--- src/pcix_bridge_defs.vh ---
// Constants shared by the bus-side bridge logic
`ifndef PCIX_BRIDGE_DEFS_VH
`define PCIX_BRIDGE_DEFS_VH

`define SPEED_33 2'h0
`define SPEED_66 2'h1
`define SPEED_100 2'h2
`define SPEED_133 2'h3

`define CMD_MEM_READ 4'h6
`define CMD_MEM_WRITE 4'h7
`define CMD_DUAL_ADDR 4'hd

`define PIO_MEM_LIMIT 32'h0400_0000
`define DMA32_WIN_SEL 2'h1
`define DMA32_PAGE_BITS 22
`define PHYS_WIDTH 50
`define PHYS_PAGE_WIDTH 28
`define NODE_LSB 38
`define CTL_PREFETCH_BIT 63
`define CTL_SWAP_BIT 62

`endif

--- src/map_ram.v ---
// Simple dual-port store for 32-bit DMA mapping entries
`timescale 1ns/100ps
module map_ram #(
    parameter DW = 30,
    parameter AW = 4,
    parameter DEPTH = 16
) (
    input wire clock_i,
    input wire wr_en_i,
    input wire [AW-1:0] wr_addr_i,
    input wire [DW-1:0] wr_data_i,
    input wire rd_en_i,
    input wire [AW-1:0] rd_addr_i,
    output reg [DW-1:0] rd_data_o
);

reg [DW-1:0] mem [0:DEPTH-1];

always @(posedge clock_i)
begin
    if (wr_en_i)
    begin
        mem[wr_addr_i] <= wr_data_i;
    end
    if (rd_en_i)
    begin
        rd_data_o <= mem[rd_addr_i];
    end
end

endmodule // map_ram

--- src/pcix_bridge_bus.v ---
// Bus-side logic of a 64-bit PCI-X host bridge with two slots
//
// Behaviour
// - Bus lock is ignored; no locked sequences.
// - Both snoop inputs are ignored.
// - Dual-cycle 64-bit DMA addresses are accepted.
// - PIO master cycles use 32-bit addresses only.
// - 64-bit data path; wide requests acknowledged.
// - 133 MHz PCI-X only with one card, other slot disabled.
// - Two PCI-X cards run at 100 or 66 MHz.
// - Two conventional cards run at 66 or 33 MHz.
// - Mixed cards take the slowest card's mode and speed.
// - PIO memory windows lie below 0x400_0000.
// - High bits of 64-bit addresses select prefetch and byte swap.
// - DMA addresses become 50-bit physical, maybe remote.
// - 32-bit cards map through mapping registers.
// - Mapping fails when no register is free.
// - 64-bit DMA addresses map directly.
// - Real-time and low-priority groups, each round-robin.
// - Real-time requests win over low-priority ones.
// - Per slot, lines A and C join; B and D join.
// - Slot n A/C drives input n mod 8; B/D drives (n+4) mod 8.
`timescale 1ns/100ps
`include "pcix_bridge_defs.vh"
module pcix_bridge_bus #(
    parameter SLOTS = 2,
    parameter RT_MASK = 2'b01,
    parameter MAP_ENTRIES = 16,
    parameter MAP_AW = 4,
    parameter LOCAL_NODE = 12'h000
) (
    input wire clock_i,
    input wire rst_b_i,
    input wire pci_clk_i,
    input wire lock_b_i,
    input wire sbo_b_i,
    input wire sdone_i,
    input wire frame_b_i,
    input wire req64_b_i,
    input wire [3:0] cbe_i,
    input wire [63:0] ad_i,
    input wire [SLOTS-1:0] req_b_i,
    input wire [4*SLOTS-1:0] int_b_i,
    input wire [SLOTS-1:0] slot_present_i,
    input wire [SLOTS-1:0] slot_pcix_i,
    input wire [2*SLOTS-1:0] slot_speed_i,
    input wire pio_req_i,
    input wire pio_write_i,
    input wire [31:0] pio_addr_i,
    input wire map_req_i,
    input wire [`PHYS_PAGE_WIDTH-1:0] map_page_i,
    input wire [1:0] map_ctl_i,
    input wire map_free_i,
    input wire [MAP_AW-1:0] map_free_index_i,
    output reg [SLOTS-1:0] gnt_b_o,
    output reg [7:0] bridge_irq_o,
    output reg bus_pcix_o,
    output reg [1:0] bus_speed_o,
    output reg [SLOTS-1:0] slot_enable_o,
    output reg ack64_b_o,
    output reg ack64_oe_o,
    output reg mst_frame_b_o,
    output reg mst_oe_o,
    output reg [31:0] mst_ad_o,
    output reg [3:0] mst_cbe_o,
    output wire pio_busy_o,
    output reg pio_done_o,
    output reg pio_err_o,
    output reg map_ack_o,
    output reg map_fail_o,
    output reg [MAP_AW-1:0] map_index_o,
    output reg dma_valid_o,
    output reg dma_miss_o,
    output reg [`PHYS_WIDTH-1:0] dma_phys_o,
    output reg dma_remote_o,
    output reg dma_prefetch_o,
    output reg dma_swap_o
);

localparam SW = 1 + 1 + 1 + 4 + 64 + SLOTS + 4 * SLOTS + SLOTS + SLOTS + 2 * SLOTS;
localparam T_IDLE = 2'h0;
localparam T_HIGH = 2'h1;
localparam T_LOOK = 2'h2;
localparam T_BUSY = 2'h3;
localparam P_IDLE = 2'h0;
localparam P_WAIT = 2'h1;
localparam P_ADDR = 2'h2;
localparam NW = `PHYS_WIDTH - `NODE_LSB;

// Lock and snoop pins are deliberately never read
wire [SW-1:0] raw_in = {pci_clk_i, frame_b_i, req64_b_i, cbe_i, ad_i, req_b_i,
    int_b_i, slot_present_i, slot_pcix_i, slot_speed_i};
reg [SW-1:0] sync1;
reg [SW-1:0] sync2;
reg pclk_d;

always @(posedge clock_i or negedge rst_b_i)
begin
    if (!rst_b_i)
    begin
        sync1 <= {{(SW-4*SLOTS){1'b1}}, {(4*SLOTS){1'b0}}};
        sync2 <= {{(SW-4*SLOTS){1'b1}}, {(4*SLOTS){1'b0}}};
        pclk_d <= 1'b1;
    end
    else
    begin
        sync1 <= raw_in;
        sync2 <= sync1;
        pclk_d <= sync2[SW-1];
    end
end

wire pclk_s = sync2[SW-1];
wire frame_s = sync2[SW-2];
wire req64_s = sync2[SW-3];
wire [3:0] cbe_s = sync2[SW-4:SW-7];
wire [63:0] ad_s = sync2[SW-8:SW-71];
wire [SLOTS-1:0] req_s = sync2[SW-72:SW-71-SLOTS];
wire [4*SLOTS-1:0] int_s = sync2[SW-72-SLOTS:SW-71-5*SLOTS];
wire [SLOTS-1:0] pres_s = sync2[4*SLOTS-1:3*SLOTS];
wire [SLOTS-1:0] pcix_s = sync2[3*SLOTS-1:2*SLOTS];
wire [2*SLOTS-1:0] spd_s = sync2[2*SLOTS-1:0];
wire pci_rise = pclk_s & ~pclk_d;

// Bus speed and mode from the cards that are present
reg next_pcix;
reg [1:0] next_speed;
reg [1:0] cap;
reg any_card;
reg multi;
integer s;

always @*
begin
    next_pcix = 1'b1;
    next_speed = `SPEED_133;
    any_card = 1'b0;
    multi = 1'b0;
    cap = `SPEED_33;
    for (s = 0; s < SLOTS; s = s + 1)
    begin
        if (pres_s[s])
        begin
            multi = multi | any_card;
            any_card = 1'b1;
            cap = spd_s[2*s +: 2];
            if (!pcix_s[s] && cap > `SPEED_66)
            begin
                cap = `SPEED_66;
            end
            if (cap < next_speed)
            begin
                next_speed = cap;
            end
            if (!pcix_s[s])
            begin
                next_pcix = 1'b0;
            end
        end
    end
    if (!next_pcix && next_speed > `SPEED_66)
    begin
        next_speed = `SPEED_66;
    end
    if (multi && next_speed == `SPEED_133)
    begin
        next_speed = `SPEED_100;
    end
    if (!any_card)
    begin
        next_pcix = 1'b0;
        next_speed = `SPEED_33;
    end
end

always @(posedge clock_i or negedge rst_b_i)
begin
    if (!rst_b_i)
    begin
        bus_pcix_o <= 1'b0;
        bus_speed_o <= `SPEED_33;
        slot_enable_o <= {SLOTS{1'b0}};
    end
    else
    begin
        bus_pcix_o <= next_pcix;
        bus_speed_o <= next_speed;
        slot_enable_o <= pres_s;
    end
end

// Two-group arbiter, regranted at bus edges while idle
wire [SLOTS-1:0] req_act = ~req_s;
wire [SLOTS-1:0] rt_gnt;
wire [SLOTS-1:0] lp_gnt;
wire rt_any;
wire lp_any;
wire arb_step = pci_rise & frame_s;

rr_group #(.N(SLOTS), .PW(1)) rt_arb (
    .clock_i(clock_i),
    .rst_b_i(rst_b_i),
    .req_i(req_act & RT_MASK),
    .advance_i(arb_step),
    .grant_o(rt_gnt),
    .any_o(rt_any)
);

rr_group #(.N(SLOTS), .PW(1)) lp_arb (
    .clock_i(clock_i),
    .rst_b_i(rst_b_i),
    .req_i(req_act & ~RT_MASK),
    .advance_i(arb_step & ~rt_any),
    .grant_o(lp_gnt),
    .any_o(lp_any)
);

always @(posedge clock_i or negedge rst_b_i)
begin
    if (!rst_b_i)
    begin
        gnt_b_o <= {SLOTS{1'b1}};
    end
    else if (arb_step)
    begin
        gnt_b_o <= rt_any ? ~rt_gnt : (lp_any ? ~lp_gnt : {SLOTS{1'b1}});
    end
end

// Card interrupt lines folded onto the eight bridge inputs
function irq_for;
    input [4*SLOTS-1:0] act;
    input integer j;
    integer n;
    begin
        irq_for = 1'b0;
        for (n = 0; n < SLOTS; n = n + 1)
        begin
            if (n % 8 == j)
            begin
                irq_for = irq_for | act[4*n] | act[4*n+2];
            end
            if ((n + 4) % 8 == j)
            begin
                irq_for = irq_for | act[4*n+1] | act[4*n+3];
            end
        end
    end
endfunction

genvar j;
generate
    for (j = 0; j < 8; j = j + 1)
    begin : irq_map
        always @(posedge clock_i or negedge rst_b_i)
        begin
            if (!rst_b_i)
            begin
                bridge_irq_o[j] <= 1'b0;
            end
            else
            begin
                bridge_irq_o[j] <= irq_for(~int_s, j);
            end
        end
    end
endgenerate

// Mapping register pool for 32-bit DMA
reg [MAP_ENTRIES-1:0] map_valid;
reg [MAP_AW-1:0] free_idx;
reg free_found;
integer e;

always @*
begin
    free_idx = {MAP_AW{1'b0}};
    free_found = 1'b0;
    for (e = MAP_ENTRIES - 1; e >= 0; e = e - 1)
    begin
        if (!map_valid[e])
        begin
            free_found = 1'b1;
            free_idx = e[MAP_AW-1:0];
        end
    end
end

wire map_wr = map_req_i & free_found;
wire [MAP_AW-1:0] look_idx = ad_s[`DMA32_PAGE_BITS +: MAP_AW];
wire look_in_pool = (ad_s[29:`DMA32_PAGE_BITS] < MAP_ENTRIES);
reg [MAP_AW-1:0] look_idx_q;
wire look_start;
wire [`PHYS_PAGE_WIDTH+1:0] entry;

map_ram #(.DW(`PHYS_PAGE_WIDTH + 2), .AW(MAP_AW), .DEPTH(MAP_ENTRIES)) map_store (
    .clock_i(clock_i),
    .wr_en_i(map_wr),
    .wr_addr_i(free_idx),
    .wr_data_i({map_ctl_i, map_page_i}),
    .rd_en_i(look_start),
    .rd_addr_i(look_idx),
    .rd_data_o(entry)
);

always @(posedge clock_i or negedge rst_b_i)
begin
    if (!rst_b_i)
    begin
        map_valid <= {MAP_ENTRIES{1'b0}};
        map_ack_o <= 1'b0;
        map_fail_o <= 1'b0;
        map_index_o <= {MAP_AW{1'b0}};
    end
    else
    begin
        map_ack_o <= map_wr;
        map_fail_o <= map_req_i & ~free_found;
        if (map_wr)
        begin
            map_index_o <= free_idx;
        end
        if (map_free_i)
        begin
            map_valid[map_free_index_i] <= 1'b0;
        end
        // A new allocation wins over a free of the same entry
        if (map_wr)
        begin
            map_valid[free_idx] <= 1'b1;
        end
    end
end

// Inbound target address decode and translation
reg [1:0] tstate;
reg frame_q;
reg claimed;
reg [31:0] addr_lo;
wire addr_start = pci_rise & ~frame_s & frame_q;
wire is_mem = (cbe_s == `CMD_MEM_READ) || (cbe_s == `CMD_MEM_WRITE);
wire in_win32 = (ad_s[31:30] == `DMA32_WIN_SEL);
assign look_start = (tstate == T_IDLE) & addr_start & is_mem & in_win32 & look_in_pool;
wire [63:0] addr64 = {ad_s[31:0], addr_lo};
wire [`PHYS_WIDTH-1:0] phys32 = {entry[`PHYS_PAGE_WIDTH-1:0], addr_lo[`DMA32_PAGE_BITS-1:0]};

always @(posedge clock_i or negedge rst_b_i)
begin
    if (!rst_b_i)
    begin
        tstate <= T_IDLE;
        frame_q <= 1'b1;
        claimed <= 1'b0;
        addr_lo <= 32'h0000_0000;
        look_idx_q <= {MAP_AW{1'b0}};
        dma_valid_o <= 1'b0;
        dma_miss_o <= 1'b0;
        dma_phys_o <= {`PHYS_WIDTH{1'b0}};
        dma_remote_o <= 1'b0;
        dma_prefetch_o <= 1'b0;
        dma_swap_o <= 1'b0;
        ack64_b_o <= 1'b1;
        ack64_oe_o <= 1'b0;
    end
    else
    begin
        dma_valid_o <= 1'b0;
        dma_miss_o <= 1'b0;
        if (pci_rise)
        begin
            frame_q <= frame_s;
        end
        case (tstate)
            T_IDLE:
            begin
                if (addr_start)
                begin
                    addr_lo <= ad_s[31:0];
                    look_idx_q <= look_idx;
                    if (cbe_s == `CMD_DUAL_ADDR)
                    begin
                        tstate <= T_HIGH;
                    end
                    else if (look_start)
                    begin
                        tstate <= T_LOOK;
                    end
                    else
                    begin
                        dma_miss_o <= is_mem & in_win32;
                        tstate <= T_BUSY;
                    end
                end
            end
            T_HIGH:
            begin
                if (pci_rise)
                begin
                    // Direct map: no pool entry is consumed
                    dma_phys_o <= addr64[`PHYS_WIDTH-1:0];
                    dma_remote_o <= addr64[`PHYS_WIDTH-1:`NODE_LSB] != LOCAL_NODE[NW-1:0];
                    dma_prefetch_o <= addr64[`CTL_PREFETCH_BIT];
                    dma_swap_o <= addr64[`CTL_SWAP_BIT];
                    dma_valid_o <= 1'b1;
                    claimed <= 1'b1;
                    tstate <= T_BUSY;
                end
            end
            T_LOOK:
            begin
                if (map_valid[look_idx_q])
                begin
                    dma_phys_o <= phys32;
                    dma_remote_o <= phys32[`PHYS_WIDTH-1:`NODE_LSB] != LOCAL_NODE[NW-1:0];
                    dma_prefetch_o <= entry[`PHYS_PAGE_WIDTH+1];
                    dma_swap_o <= entry[`PHYS_PAGE_WIDTH];
                    dma_valid_o <= 1'b1;
                    claimed <= 1'b1;
                end
                else
                begin
                    dma_miss_o <= 1'b1;
                end
                tstate <= T_BUSY;
            end
            T_BUSY:
            begin
                if (pci_rise && frame_s)
                begin
                    claimed <= 1'b0;
                    tstate <= T_IDLE;
                end
            end
            default:
            begin
                tstate <= T_IDLE;
            end
        endcase
        // Wide acknowledge for the whole claimed transaction
        ack64_oe_o <= claimed;
        ack64_b_o <= ~(claimed & ~req64_s);
    end
end

// PIO master address phase, one 32-bit cycle
reg [1:0] pstate;
assign pio_busy_o = (pstate != P_IDLE);

always @(posedge clock_i or negedge rst_b_i)
begin
    if (!rst_b_i)
    begin
        pstate <= P_IDLE;
        mst_frame_b_o <= 1'b1;
        mst_oe_o <= 1'b0;
        mst_ad_o <= 32'h0000_0000;
        mst_cbe_o <= 4'h0;
        pio_done_o <= 1'b0;
        pio_err_o <= 1'b0;
    end
    else
    begin
        pio_done_o <= 1'b0;
        pio_err_o <= 1'b0;
        case (pstate)
            P_IDLE:
            begin
                if (pio_req_i)
                begin
                    if (pio_addr_i >= `PIO_MEM_LIMIT)
                    begin
                        pio_err_o <= 1'b1;
                    end
                    else
                    begin
                        mst_ad_o <= pio_addr_i;
                        mst_cbe_o <= pio_write_i ? `CMD_MEM_WRITE : `CMD_MEM_READ;
                        pstate <= P_WAIT;
                    end
                end
            end
            P_WAIT:
            begin
                if (pci_rise)
                begin
                    mst_oe_o <= 1'b1;
                    mst_frame_b_o <= 1'b0;
                    pstate <= P_ADDR;
                end
            end
            P_ADDR:
            begin
                if (pci_rise)
                begin
                    mst_oe_o <= 1'b0;
                    mst_frame_b_o <= 1'b1;
                    pio_done_o <= 1'b1;
                    pstate <= P_IDLE;
                end
            end
            default:
            begin
                pstate <= P_IDLE;
            end
        endcase
    end
end

endmodule // pcix_bridge_bus

--- src/rr_group.v ---
// Round-robin grant picker for one priority group
`timescale 1ns/100ps
module rr_group #(
    parameter N = 2,
    parameter PW = 1
) (
    input wire clock_i,
    input wire rst_b_i,
    input wire [N-1:0] req_i,
    input wire advance_i,
    output reg [N-1:0] grant_o,
    output wire any_o
);

reg [PW-1:0] ptr;
reg [PW-1:0] win;
reg found;
integer k;
integer idx;

assign any_o = |req_i;

always @*
begin
    grant_o = {N{1'b0}};
    win = ptr;
    found = 1'b0;
    idx = 0;
    for (k = 0; k < N; k = k + 1)
    begin
        idx = (ptr + k) % N;
        if (!found && req_i[idx])
        begin
            found = 1'b1;
            win = idx[PW-1:0];
        end
    end
    if (found)
    begin
        grant_o[win] = 1'b1;
    end
end

// Step past the member just served so nobody starves
always @(posedge clock_i or negedge rst_b_i)
begin
    if (!rst_b_i)
    begin
        ptr <= {PW{1'b0}};
    end
    else if (advance_i && found)
    begin
        ptr <= (win == N - 1) ? {PW{1'b0}} : win + 1'b1;
    end
end

endmodule // rr_group
--- config.mk ---
export PLATFORM = sky130hd
export DESIGN_NAME = pcix_bridge_bus
export DESIGN_NICKNAME = d
export VERILOG_FILES = /design/src/map_ram.v /design/src/pcix_bridge_bus.v /design/src/rr_group.v
export VERILOG_INCLUDE_DIRS = /design/src
export SDC_FILE = /design/constraint.sdc
export NUM_CORES = 1
export LEC_CHECK = 0
export CORE_UTILIZATION = 59
export CTS_BUF_LIST = sky130_fd_sc_hd__clkbuf_8
export DETAILED_ROUTE_END_ITERATION = 10
export DONT_BUFFER_PORTS = 1
export GPL_ROUTABILITY_DRIVEN = 0
export PLACE_DENSITY_LB_ADDON = 0.1
export REMOVE_ABC_BUFFERS = 1
export SLEW_MARGIN = 15
export SYNTH_ARGS = -nofsm -noshare
export SYNTH_HDL_FRONTEND = slang
export SYNTH_SLANG_ARGS = --single-unit
--- constraint.sdc ---
create_clock -name clock_i -period 3.95 [get_ports clock_i]
set_input_delay 1.185 -clock clock_i [delete_from_list [all_inputs] [get_ports clock_i]]
set_output_delay 1.185 -clock clock_i [all_outputs]
set_load 0.01 [all_outputs]
==> summary.txt, run 1 <==
Route
  – DR pass1 iterations: 5
  – Detail Route Antenna Nets: 0
  – DR DRC count: 0
  – Routed WL: 57800 um
  – Initial DRC Count: 972
  – Drt wl/cell: 25.5 um
  – Vias: 13400
  – Vias per Instance: 5.93

Yosys
  – Most frequent cell after synthesis: edfxtp_1
  – Xor/xnor share of the synthesized area: 0
  – Sequential area share after synthesis: 0.772
  – Yosys top cell by area: edfxtp_1
  – Synth top area share: 0.526
  – Adder-cell share of the synthesized area: 0.00301
  – Syn Area/Cell: 20.6 sq um
  – Synth Area in Simple Gates: 0.0257
  – Synth Area in Compound Gates: 0.0199
  – Post-synth ARST share: 0.355
  – Mapped Area: 29100 sq um
  – Post-synth top cells: 510 x edfxtp_1, 177 x dfrtp_1, 152 x mux4_2
  – Yosys cell types: 45
  – Top_reg_cell synth: edfxtp_1
  – Mux cell area share after synthesis: 0.167
  – Post-synth EDFFs: 510
  – Main combinational cell family by area after synthesis: multiplexers
  – Register bit total from synthesis: 791
  – Gate Count Post-Synth: 1412
  – Largest cells by area after synthesis: edfxtp_1 53%, dfrtp_1 15%, mux4_2 12%
  – YS warnings: 0

Placed design
  – # port buffers: 0
  – Setup WS pre-CTS: 0.783 ns
  – Post-DP HPWL: 33300 um
  – Placed Cells: 2048

Worst setup path
  – CP max-delay cell: nor2_4
  – WP data required: 4.36 ns
  – Crit path kind: reg2reg
  – Crit end category: flop
  – Startpoint types: flop
  – Crit-path most repeated cell: nand3_1
  – WP data arrival: 3.47 ns
  – Crit path max fanout: 19
  – Critical Path, Cell by Cell: nand3_1, o311ai_0, nand3_1, nor2_4, buf_12
  – Max stage delay on crit path: 0.70 ns
  – Register-to-Register Setup Slack: 0.89 ns

Clocking
  – Cts bufs inserted: 119
  – Worst-Skew Late Latency: 0.73 ns
  – Clock slew at reported path FFs: 0.06 ns
  – H-tree depth: 3
  – CTS sink cnt: 791
  – Root Buffer: clkbuf_8
  – Post-cts sizing count: 0
  – Clock Path Buffers: 3
  – CTS Hold Bufs: 0
  – CTS tree: built
  – # Post-CTS Setup Buffers: 0

Global route
  – Largest net degree at the start of global routing: 282
  – GR Overflow Total: 0
  – First-pass GRT wire length: 87200 um
  – Vias in the first global route: 14200
  – GRT Overall Usage: 0.238
  – Initial antenna violation count: 3

Run
  – Max-Cap Viols: 0

Floorplanning
  – Ports: 283
  – Die height: 224 um
  – Die Span X: 224 um
  – Core outline area: 48800 sq um
  – Row cnt: 81
  – Die ar.: 50200 sq um
  – Initial core utilization: 0.596

Layout
  – Area grow syn2layout: 11.5%
  – FILL cells: 3186
  – Final Non-Filler Cells: 2267
  – Nets: 1676
  – Share of layout cells above drive strength 1: 0.345

STA
  – Worst setup margin: 0.886 ns
  – Hold Vio Cnt, Final: 0
  – RSZ-0062 raised after global routing: no
  – Final worst-path cycle share: 0.776
  – Tmin final: 3.06 ns
  – Fin Hold WS: 0.158 ns
  – Worst Skew: 0.0403 ns
  – Setup Viol. Count Final: 0
  – Worst-margin pin slew: 1.11 ns
  – Max Slew Vio Count: 0
  – F_max: 326 MHz
  – Slew Limit Headroom: 0.259

Power
  – Power per cell area: 616 nW/um^2
  – Leak pwr: 11.8 nW
  – Final Power: 20.0 mW
  – Max IR drop VDD: 0.333 mV

Outcome
  – Status: completed

Min path
  – Hold crit path type: in2async
layout by cell type (no fill, tap or decap), drive strengths merged, types with 2 or more instances in the layout:
cell type	synthesis	layout
edfxtp	510	510
dfrtp	177	177
mux4	152	152
clkbuf	40	138
dfstp	104	104
mux2	84	84
o21ai	69	69
inv	13	64
nand2	61	61
mux2i	43	43
buf	24	32
clkinv	0	24
nor2	22	22
and2	12	12
a21oi	12	12
nor2b	11	11
nand3	10	10
nor3	8	8
nand2b	7	7
o31ai	7	7
ha	7	7
nor4	6	6
conb	1	5
nand3b	4	4
nand4	4	4
bufinv	0	4
o311ai	3	3
diode	0	2
or4	2	2
a311oi	2	2
or2	2	2
a22oi	2	2
a31oi	2	2
nand4b	2	2
layer usage:
layer	GRT usage	wire, um
met1	0.317	23900
met2	0.384	28300
met3	0.0643	4100
met4	0.0820	1480
met5	0	0
final timing paths:
path / from / end / depth (start not counted)
setup / recovery: map_valid[3] / map_store.mem[14][11] / 5
hold / removal: rst_b_i / slot_enable_o[0] / 0
setup reg to reg: map_valid[3] / map_store.mem[14][11] / 5
hold reg to reg: sync1[5] / sync2[5] / 0
max in group asynchronous: rst_b_i / sync1[36] / 0
min in group clock_i: sync1[5] / sync2[5] / 0
state kept, by name (all words and copies together) (netlist names), 2 cells and up:
name and flops:
mst_cbe_o 2, addr_lo 29, tstate 2, gnt_b_o 2
map_index_o 4, pstate 2, mst_ad_o 32, sync1 57
bridge_irq_o 4, map_store.mem 480, bus_speed_o 2, map_store.rd_data_o 30
sync2 57, look_idx_q 3, dma_phys_o 50, slot_enable_o 2
map_valid 16
layout make-up:
type,count,area [sq um],area share
Antenna cell,2,5.00,0.000154
Multi-Input combinational cell,548,6430,0.198
Timing Repair Buffer,32,328,0.0101
Inverter,13,48.8,0.00150
Sequential cell,791,22500,0.692
Clock inverter,79,448,0.0138
Clock buffer,138,1900,0.0585
Tap cell,664,831,0.0256
metrics by stage:
step	setup TNS, ns	area (sq um)	utilization
global route	0	32500	0.665
detailed placement	0	30100	0.617
CTS	0	32500	0.665
floorplan	-87.12	28800	-
finish	0	32500	0.665
global placement	0	30100	0.617
cells by family after synthesis:
group           after synthesis
mux                         279
flops                       791
simple gates                154
compound gates              103
other cells                   1
fa+ha+maj                     7
buf+inv                      77
power by group:
part / internal (mW) / leakage (nW) / total (mW) / switching [mW]
logic: 1.22 / 2.43 / 2.77 / 1.55
clock network: 3.44 / 1.38 / 6.45 / 3.01
registers: 10.0 / 7.94 / 10.8 / 0.767
total: 14.7 / 11.8 / 20.0 / 5.33
worst max-delay path: cells and delay by family, from the launching register on:
kind,cells,cell delay (ns)
buf+inv,1,0.27
compound gates,1,0.55
flops,1,0.47
simple gates,3,1.44
Note: power is estimated with default switching activity, not from simulation.
==> run 2, diff against run 1 <==
==> constraint.sdc (replaced) <==
create_clock -name clock_i -period 2.7 [get_ports clock_i]
set_input_delay 0.81 -clock clock_i [delete_from_list [all_inputs] [get_ports clock_i]]
set_output_delay 0.81 -clock clock_i [all_outputs]
set_load 0.01 [all_outputs]
==> run 2 against run 1 <==
Against the previous run:
- the flow now finishes with violations (negative hold slack)
- register-to-register slack got worse by 0.73 ns
- combinational power rose by 62%
- die area did not move
- flip-flop and latch count did not move
- first-iteration DRC count rose by 27%
- routed wire length rose by 0.98%
- via count rose by 2.2%
- core utilization rose by 1.9 points
- sequential power rose by 45%
- non-clock buffer count rose by 66
- critical path depth rose by 2
- critical endpoint is now map_store.mem[14][16]
- highest routed layer unchanged
==> summary.txt, run 2 (synthesized netlist as in run 1, its figures left out) <==
Floorplanning
  – Die Span X: 224 um (unchanged)
  – Row cnt: 81 (unchanged)
  – Die height: 224 um (unchanged)
  – Die ar.: 50200 sq um (unchanged)
  – Core outline area: 48800 sq um (unchanged)
  – Ports: 283 (unchanged)
  – Initial core utilization: 0.596 (unchanged)

Worst setup path
  – Crit path max fanout: 30 (+11)
  – CP max-delay cell: or4_1
  – WP data arrival: 2.96 ns (-0.51 ns)
  – Critical Path, Cell by Cell: and2_1, and3_1, nand3_1, or4_1, buf_4, nor2_4, buf_12
  – Crit-path leading delay family: simple AND/OR/NAND/NOR gates
  – WP data required: 3.11 ns (-1.25 ns)
  – Worst path bufs/invs: 2 (+1)
  – Max stage delay on crit path: 0.61 ns (-0.09 ns)
  – Crit path kind: reg2reg
  – Crit end category: flop
  – Startpoint types: flop

Clocking
  – Clock slew at reported path FFs: 0.06 ns (about the same)
  – Root Buffer: clkbuf_8
  – # Post-CTS Setup Buffers: 0 (unchanged)
  – Cts bufs inserted: 131 (+10%)
  – CTS tree: built
  – H-tree depth: 4 (+1)
  – CTS Hold Bufs: 49 (+49)
  – Clock Path Buffers: 3 (unchanged)
  – Worst-Skew Late Latency: 0.75 ns (+0.02 ns)
  – Post-cts sizing count: 0 (unchanged)
  – CTS sink cnt: 791 (unchanged)

Global route
  – Initial antenna violation count: 2 (-1)
  – Largest net degree at the start of global routing: 282 (unchanged)
  – First-pass GRT wire length: 87700 um (+0.57%)
  – GRT Overall Usage: 0.243 (+0.00442)
  – GR Overflow Total: 0 (unchanged)
  – Vias in the first global route: 14200 (-0.063%)

STA
  – Tmin final: 2.55 ns (-0.517 ns)
  – RSZ-0062 raised after global routing: no
  – Worst setup margin: 0.153 ns (-0.733 ns)
  – Slew Limit Headroom: 0.497 (+0.238)
  – Max Slew Vio Count: 0 (unchanged)
  – Worst Skew: 0.0172 ns (-0.0231 ns)
  – Final worst-path cycle share: 0.943 (+0.168)
  – F_max: 393 MHz (+20%)
  – Hold Vio Cnt, Final: 197 (+197)
  – Setup TNS Final: 0 ns (unchanged)
  – Fin Hold WS: -0.242 ns (-0.399 ns)
  – Worst-margin pin slew: 0.745 ns (-0.367 ns)
  – Setup Viol. Count Final: 0 (unchanged)

Route
  – DR pass1 iterations: 5 (unchanged)
  – Detail Route Antenna Nets: 0 (unchanged)
  – Drt wl/cell: 24.8 um (-2.9%)
  – Vias: 13700 (+2.2%)
  – Routed WL: 58400 um (+0.98%)
  – Initial DRC Count: 1233 (+27%)
  – Vias per Instance: 5.82 (-1.7%)
  – DR DRC count: 0 (unchanged)

Power
  – Max IR drop VDD: 0.425 mV (+28%)
  – Register share of total power: 0.529 (-0.010)
  – NetSw: 7.97 mW (+50%)
  – Pint: 21.7 mW (+48%)
  – Clock network power share: 0.319 (-0.003)
  – Leak pwr: 12.1 nW (+3.2%)
  – Switch share: 0.269 (+0.00239)
  – Power per cell area: 888 nW/um^2 (+44%)
  – Comb pwr share: 0.152 (+0.013)

Layout
  – Post-route cell area: 33400 sq um (+2.8%)
  – Nets: 1754 (+4.7%)
  – Top Registers: map_store.mem: 480 flops, sync1: 57 flops, sync2: 57 flops
  – Share of layout cells above drive strength 1: 0.340 (-0.00498)
  – Area grow syn2layout: 14.7%
  – Commonest non-fill, non-tap cell in the layout: edfxtp_1
  – Max reg flops: 480 (unchanged)
  – Largest register by flop count: map_store.mem
  – Most frequent cells in the layout: 510 x edfxtp_1, 177 x dfrtp_1, 152 x mux4_2

Placed design
  – Post-DP HPWL: 32800 um (-1.5%)
  – Setup WS pre-CTS: 0.169 ns (-0.614 ns)
  – # port buffers: 0 (unchanged)
  – Placement Cell Area: 30500 sq um (+1.2%)

Outcome
  – Failing checks: negative hold slack
  – Status: finished with violations

Run
  – Max-Cap Viols: 0 (unchanged)

Min path
  – Hold crit path type: in2async
run 2: cell types whose count changed in the layout (fill, tap and decap cells not counted), sizes merged:
cell / before / now
clkbuf: 138 / 145
clkinv: 24 / 31
diode: 2 / 1
inv: 64 / 72
dlygate4sd3: 0 / 49
clkinvlp: 0 / 7
buf: 32 / 49
bufinv: 4 / 0
run 2: layer usage:
| metal | vias to the layer above | part of all wire | track usage |
|---|---|---|---|
| met5 | - | 0 | 0 |
| met3 | 64 | 0.071 | 0.0609 |
| li1 | 5940 | - | - |
| met4 | 0 | 0.016 | 0.0895 |
| met1 | 7230 | 0.41 | 0.323 |
| met2 | 488 | 0.50 | 0.392 |
run 2: path summary, 6_finish.rpt:
path | from | to | slack (ns) | cells past startpoint
min in group clock_i | slot_present_i[0] | sync1[6] | 0.09 | 0
max in group asynchronous | rst_b_i | sync1[40] | 2.47 | 0
worst min-delay path | rst_b_i | sync1[6] | -0.24 | 0
worst max register to register | map_valid[1] | map_store.mem[14][16] | 0.15 | 7
worst max-delay path | map_valid[1] | map_store.mem[14][16] | 0.15 | 7
worst min register to register | sync1[2] | sync2[2] | 0.34 | 0
run 2: per-stage QoR:
stage          utilization  std cells  power, mW
6_report             0.683       2357       29.7
5_1_grt              0.683       2357       31.0
4_1_cts              0.683       2356       30.0
3_5_place_dp         0.624       2065       20.4
3_3_place_gp         0.624       2065       20.2
2_1_floorplan            -       1352       18.6
run 2: area by class of cell:
cell class	instances	area (sq um)
fillers	3129	15500
flip-flops and latches	791	22500
well taps	664	831
multi-input cells	548	6430
repair buffers	98	1170
diodes	1	2.50
clock buffers	145	2000
inverters	13	48.8
clock inverters	97	425
run 2: power by group through the flow:
stage	Combinational, mW	Clock [mW]	Sequential (mW)
2_1_floorplan	2.91	0	15.7
3_3_place_gp	4.38	0	15.9
3_5_place_dp	4.48	0	15.9
4_1_cts	4.56	9.74	15.7
5_1_grt	4.88	10.3	15.8
6_report	4.50	9.46	15.7
==> run 3, diff against run 2 <==
--- a/config.mk
+++ b/config.mk
@@ -6,7 +6,7 @@
 export SDC_FILE = /design/constraint.sdc
 export NUM_CORES = 1
 export LEC_CHECK = 0
-export CORE_UTILIZATION = 59
+export CORE_UTILIZATION = 70
 export CTS_BUF_LIST = sky130_fd_sc_hd__clkbuf_8
 export DETAILED_ROUTE_END_ITERATION = 10
 export DONT_BUFFER_PORTS = 1
==> constraint.sdc (replaced) <==
create_clock -name clock_i -period 3.15 [get_ports clock_i]
set_input_delay 0.945 -clock clock_i [delete_from_list [all_inputs] [get_ports clock_i]]
set_output_delay 0.945 -clock clock_i [all_outputs]
set_load 0.01 [all_outputs]
==> run 3 against run 2 <==
Against the previous run:
- the flow still finishes with violations (negative hold slack)
- cell area down 3.0%
- critical path depth down 1
- register-to-register slack better by 0.24 ns
- clock skew up 0.0091 ns
- sequential share of layout area up 2.1 points
- sequential power down 14%
- core utilization up 11 points
- die area down 16%
- non-clock buffer count down 55
- final cell count down 9.2%
- critical endpoint is now map_store.mem[12][16]
- largest cell class unchanged
- highest routed layer unchanged
==> summary.txt, run 3 (synthesized netlist as in run 1, its figures left out) <==
Outcome
  – Status: finished with violations
  – Failing checks: negative hold slack

Layout
  – Top Registers: map_store.mem: 480 flops, sync1: 57 flops, sync2: 57 flops
  – Nets: 1684 (-4.0%)
  – FILL cells: 2031 (-35%)
  – Final Non-Filler Cells: 2140 (-9.2%)
  – Max reg flops: 480 (unchanged)
  – Most frequent cells in the layout: 510 x edfxtp_1, 177 x dfrtp_1, 152 x mux4_2
  – Area grow syn2layout: 11.3%
  – Commonest non-fill, non-tap cell in the layout: edfxtp_1
  – Share of layout cells above drive strength 1: 0.345 (+0.00412)
  – Largest register by flop count: map_store.mem

STA
  – RSZ-0062 raised after global routing: no
  – Hold Vio Cnt, Final: 63 (-68%)
  – Worst-margin pin slew: 0.664 ns (-0.0810 ns)
  – Setup TNS Final: 0 ns (unchanged)
  – Max Slew Vio Count: 0 (unchanged)
  – Setup Viol. Count Final: 0 (unchanged)
  – Fin Hold WS: -0.0625 ns (+0.179 ns)
  – F_max: 362 MHz (-7.7%)
  – Slew Limit Headroom: 0.557 (+0.0603)
  – Worst setup margin: 0.389 ns (+0.236 ns)
  – Final worst-path cycle share: 0.876 (-0.0670)
  – Tmin final: 2.76 ns (+0.214 ns)
  – Worst Skew: 0.0263 ns (+0.00911 ns)

Run
  – Max-Cap Viols: 0 (unchanged)

Floorplanning
  – Die Span X: 206 um (-8.1%)
  – Core outline area: 40900 sq um (-16%)
  – Die height: 206 um (-8.1%)
  – Row cnt: 74 (-8.6%)
  – Initial core utilization: 0.711 (+0.115)
  – Ports: 283 (unchanged)
  – Die ar.: 42400 sq um (-16%)

Route
  – Detail Route Antenna Nets: 0 (unchanged)
  – DR pass1 iterations: 5 (unchanged)
  – Initial DRC Count: 1152 (-6.6%)
  – DR DRC count: 0 (unchanged)
  – Drt wl/cell: 26.9 um (+8.5%)
  – Vias per Instance: 6.36 (+9.2%)
  – Vias: 13600 (-0.85%)
  – Routed WL: 57500 um (-1.5%)

Placed design
  – Post-DP HPWL: 33400 um (+1.8%)
  – Setup WS pre-CTS: 0.445 ns (+0.275 ns)
  – # port buffers: 0 (unchanged)
  – Placed Cells: 1927 (-6.7%)

Worst setup path
  – Crit path kind: reg2reg
  – Critical Path, Cell by Cell: and2_1, and3_1, nand3_1, or4_1, nor3_2, buf_12
  – Crit-path leading delay family: simple AND/OR/NAND/NOR gates
  – RR Startpoint: map_valid[0]
  – Worst R2R Path Depth: 6 (-1)
  – Register-to-Register Setup Slack: 0.39 ns (+0.24 ns)
  – Max stage delay on crit path: 0.65 ns (+0.04 ns)
  – Crit end category: flop
  – Worst path bufs/invs: 1 (-1)
  – Startpoint types: flop
  – WP data required: 3.51 ns (+0.40 ns)
  – WP data arrival: 3.13 ns (+0.17 ns)
  – Reg2reg end: map_store.mem[12][16]
  – CP max-delay cell: or4_1
  – Crit path max fanout: 30 (unchanged)

Clocking
  – CTS tree: built
  – H-tree depth: 3 (-1)
  – Post-cts sizing count: 0 (unchanged)
  – CTS sink cnt: 791 (unchanged)
  – Clock Path Buffers: 3 (unchanged)
  – Cts bufs inserted: 116 (-11%)
  – # Post-CTS Setup Buffers: 0 (unchanged)
  – Clock slew at reported path FFs: 0.07 ns (about the same)
  – Worst-Skew Late Latency: 0.70 ns (-0.05 ns)
  – Root Buffer: clkbuf_8

Power
  – Leak pwr: 11.7 nW (-3.4%)
  – Power per cell area: 769 nW/um^2 (-13%)
  – Max IR drop VDD: 0.593 mV (+39%)

Global route
  – Vias in the first global route: 14100 (-0.94%)
  – GRT Overall Usage: 0.282 (+0.0393)
  – Initial antenna violation count: 3 (+1)
  – GR Overflow Total: 0 (unchanged)
  – First-pass GRT wire length: 85200 um (-2.9%)
  – Largest net degree at the start of global routing: 282 (unchanged)

Min path
  – Hold crit path type: in2async
-- run 3: cell types whose count changed in the layout (fill, tap and decap cells not counted), moves of 5 or more --
cell / change
buf_12: -8
inv_1: -22
clkinvlp_4: -7
clkbuf_8: -18
clkinv_2: +5
bufinv_16: +5
dlygate4sd3_1: -49
clkinv_1: +7
-- run 3: metrics by stage --
step | area [sq um] | power [mW] | utilization | hold slack, ns
6_report | 32400 | 24.9 | 0.792 | -0.0625
5_1_grt | 32400 | 25.9 | 0.791 | -0.107
4_1_cts | 32400 | 25.1 | 0.791 | -0.120
3_5_place_dp | 30200 | 17.4 | 0.737 | 0.335
3_3_place_gp | 30200 | 17.1 | 0.737 | 0.334
2_1_floorplan | 28800 | 15.9 | - | 0.331
-- run 3: report_power, final --
part           total, mW  switching, mW  internal (mW)  leakage, nW
Clock               7.78           3.68           4.10         1.27
Combinational       3.63           2.00           1.63         2.52
Sequential          13.5          0.964           12.5         7.94
-- run 3: cell type report --
class / count / area (sq um) / area share
inverters: 13 / 48.8 / 0.00151
clock buffers: 127 / 1750 / 0.0540
repair buffers: 43 / 536 / 0.0165
well taps: 532 / 666 / 0.0205
multi-input cells: 548 / 6430 / 0.198
diodes: 3 / 7.51 / 0.000232
flip-flops and latches: 791 / 22500 / 0.694
clock inverters: 83 / 477 / 0.0147
-- run 3: per-layer routing --
layer | vias up | GRT usage | wire length [um]
met5 | - | 0 | 0
met4 | 0 | 0.110 | 1700
met3 | 135 | 0.0669 | 4910
met2 | 609 | 0.459 | 28900
met1 | 7085 | 0.375 | 22100
li1 | 5777 | - | -
-- run 3: how the worst max path moves through the flow --
stage	cells after the start	slack, ns	start	end
after CTS	6	0.42	map_valid[0]	map_store.mem[12][16]
after global routing	6	0.27	map_valid[0]	map_store.mem[12][16]
final	6	0.39	map_valid[0]	map_store.mem[12][16]
after global placement	6	0.48	map_valid[1]	map_store.mem[13][17]
after detailed placement	6	0.44	map_valid[0]	map_store.mem[12][16]
after floorplan	3	-1.80	sync2[88]	map_store.rd_data_o[0]
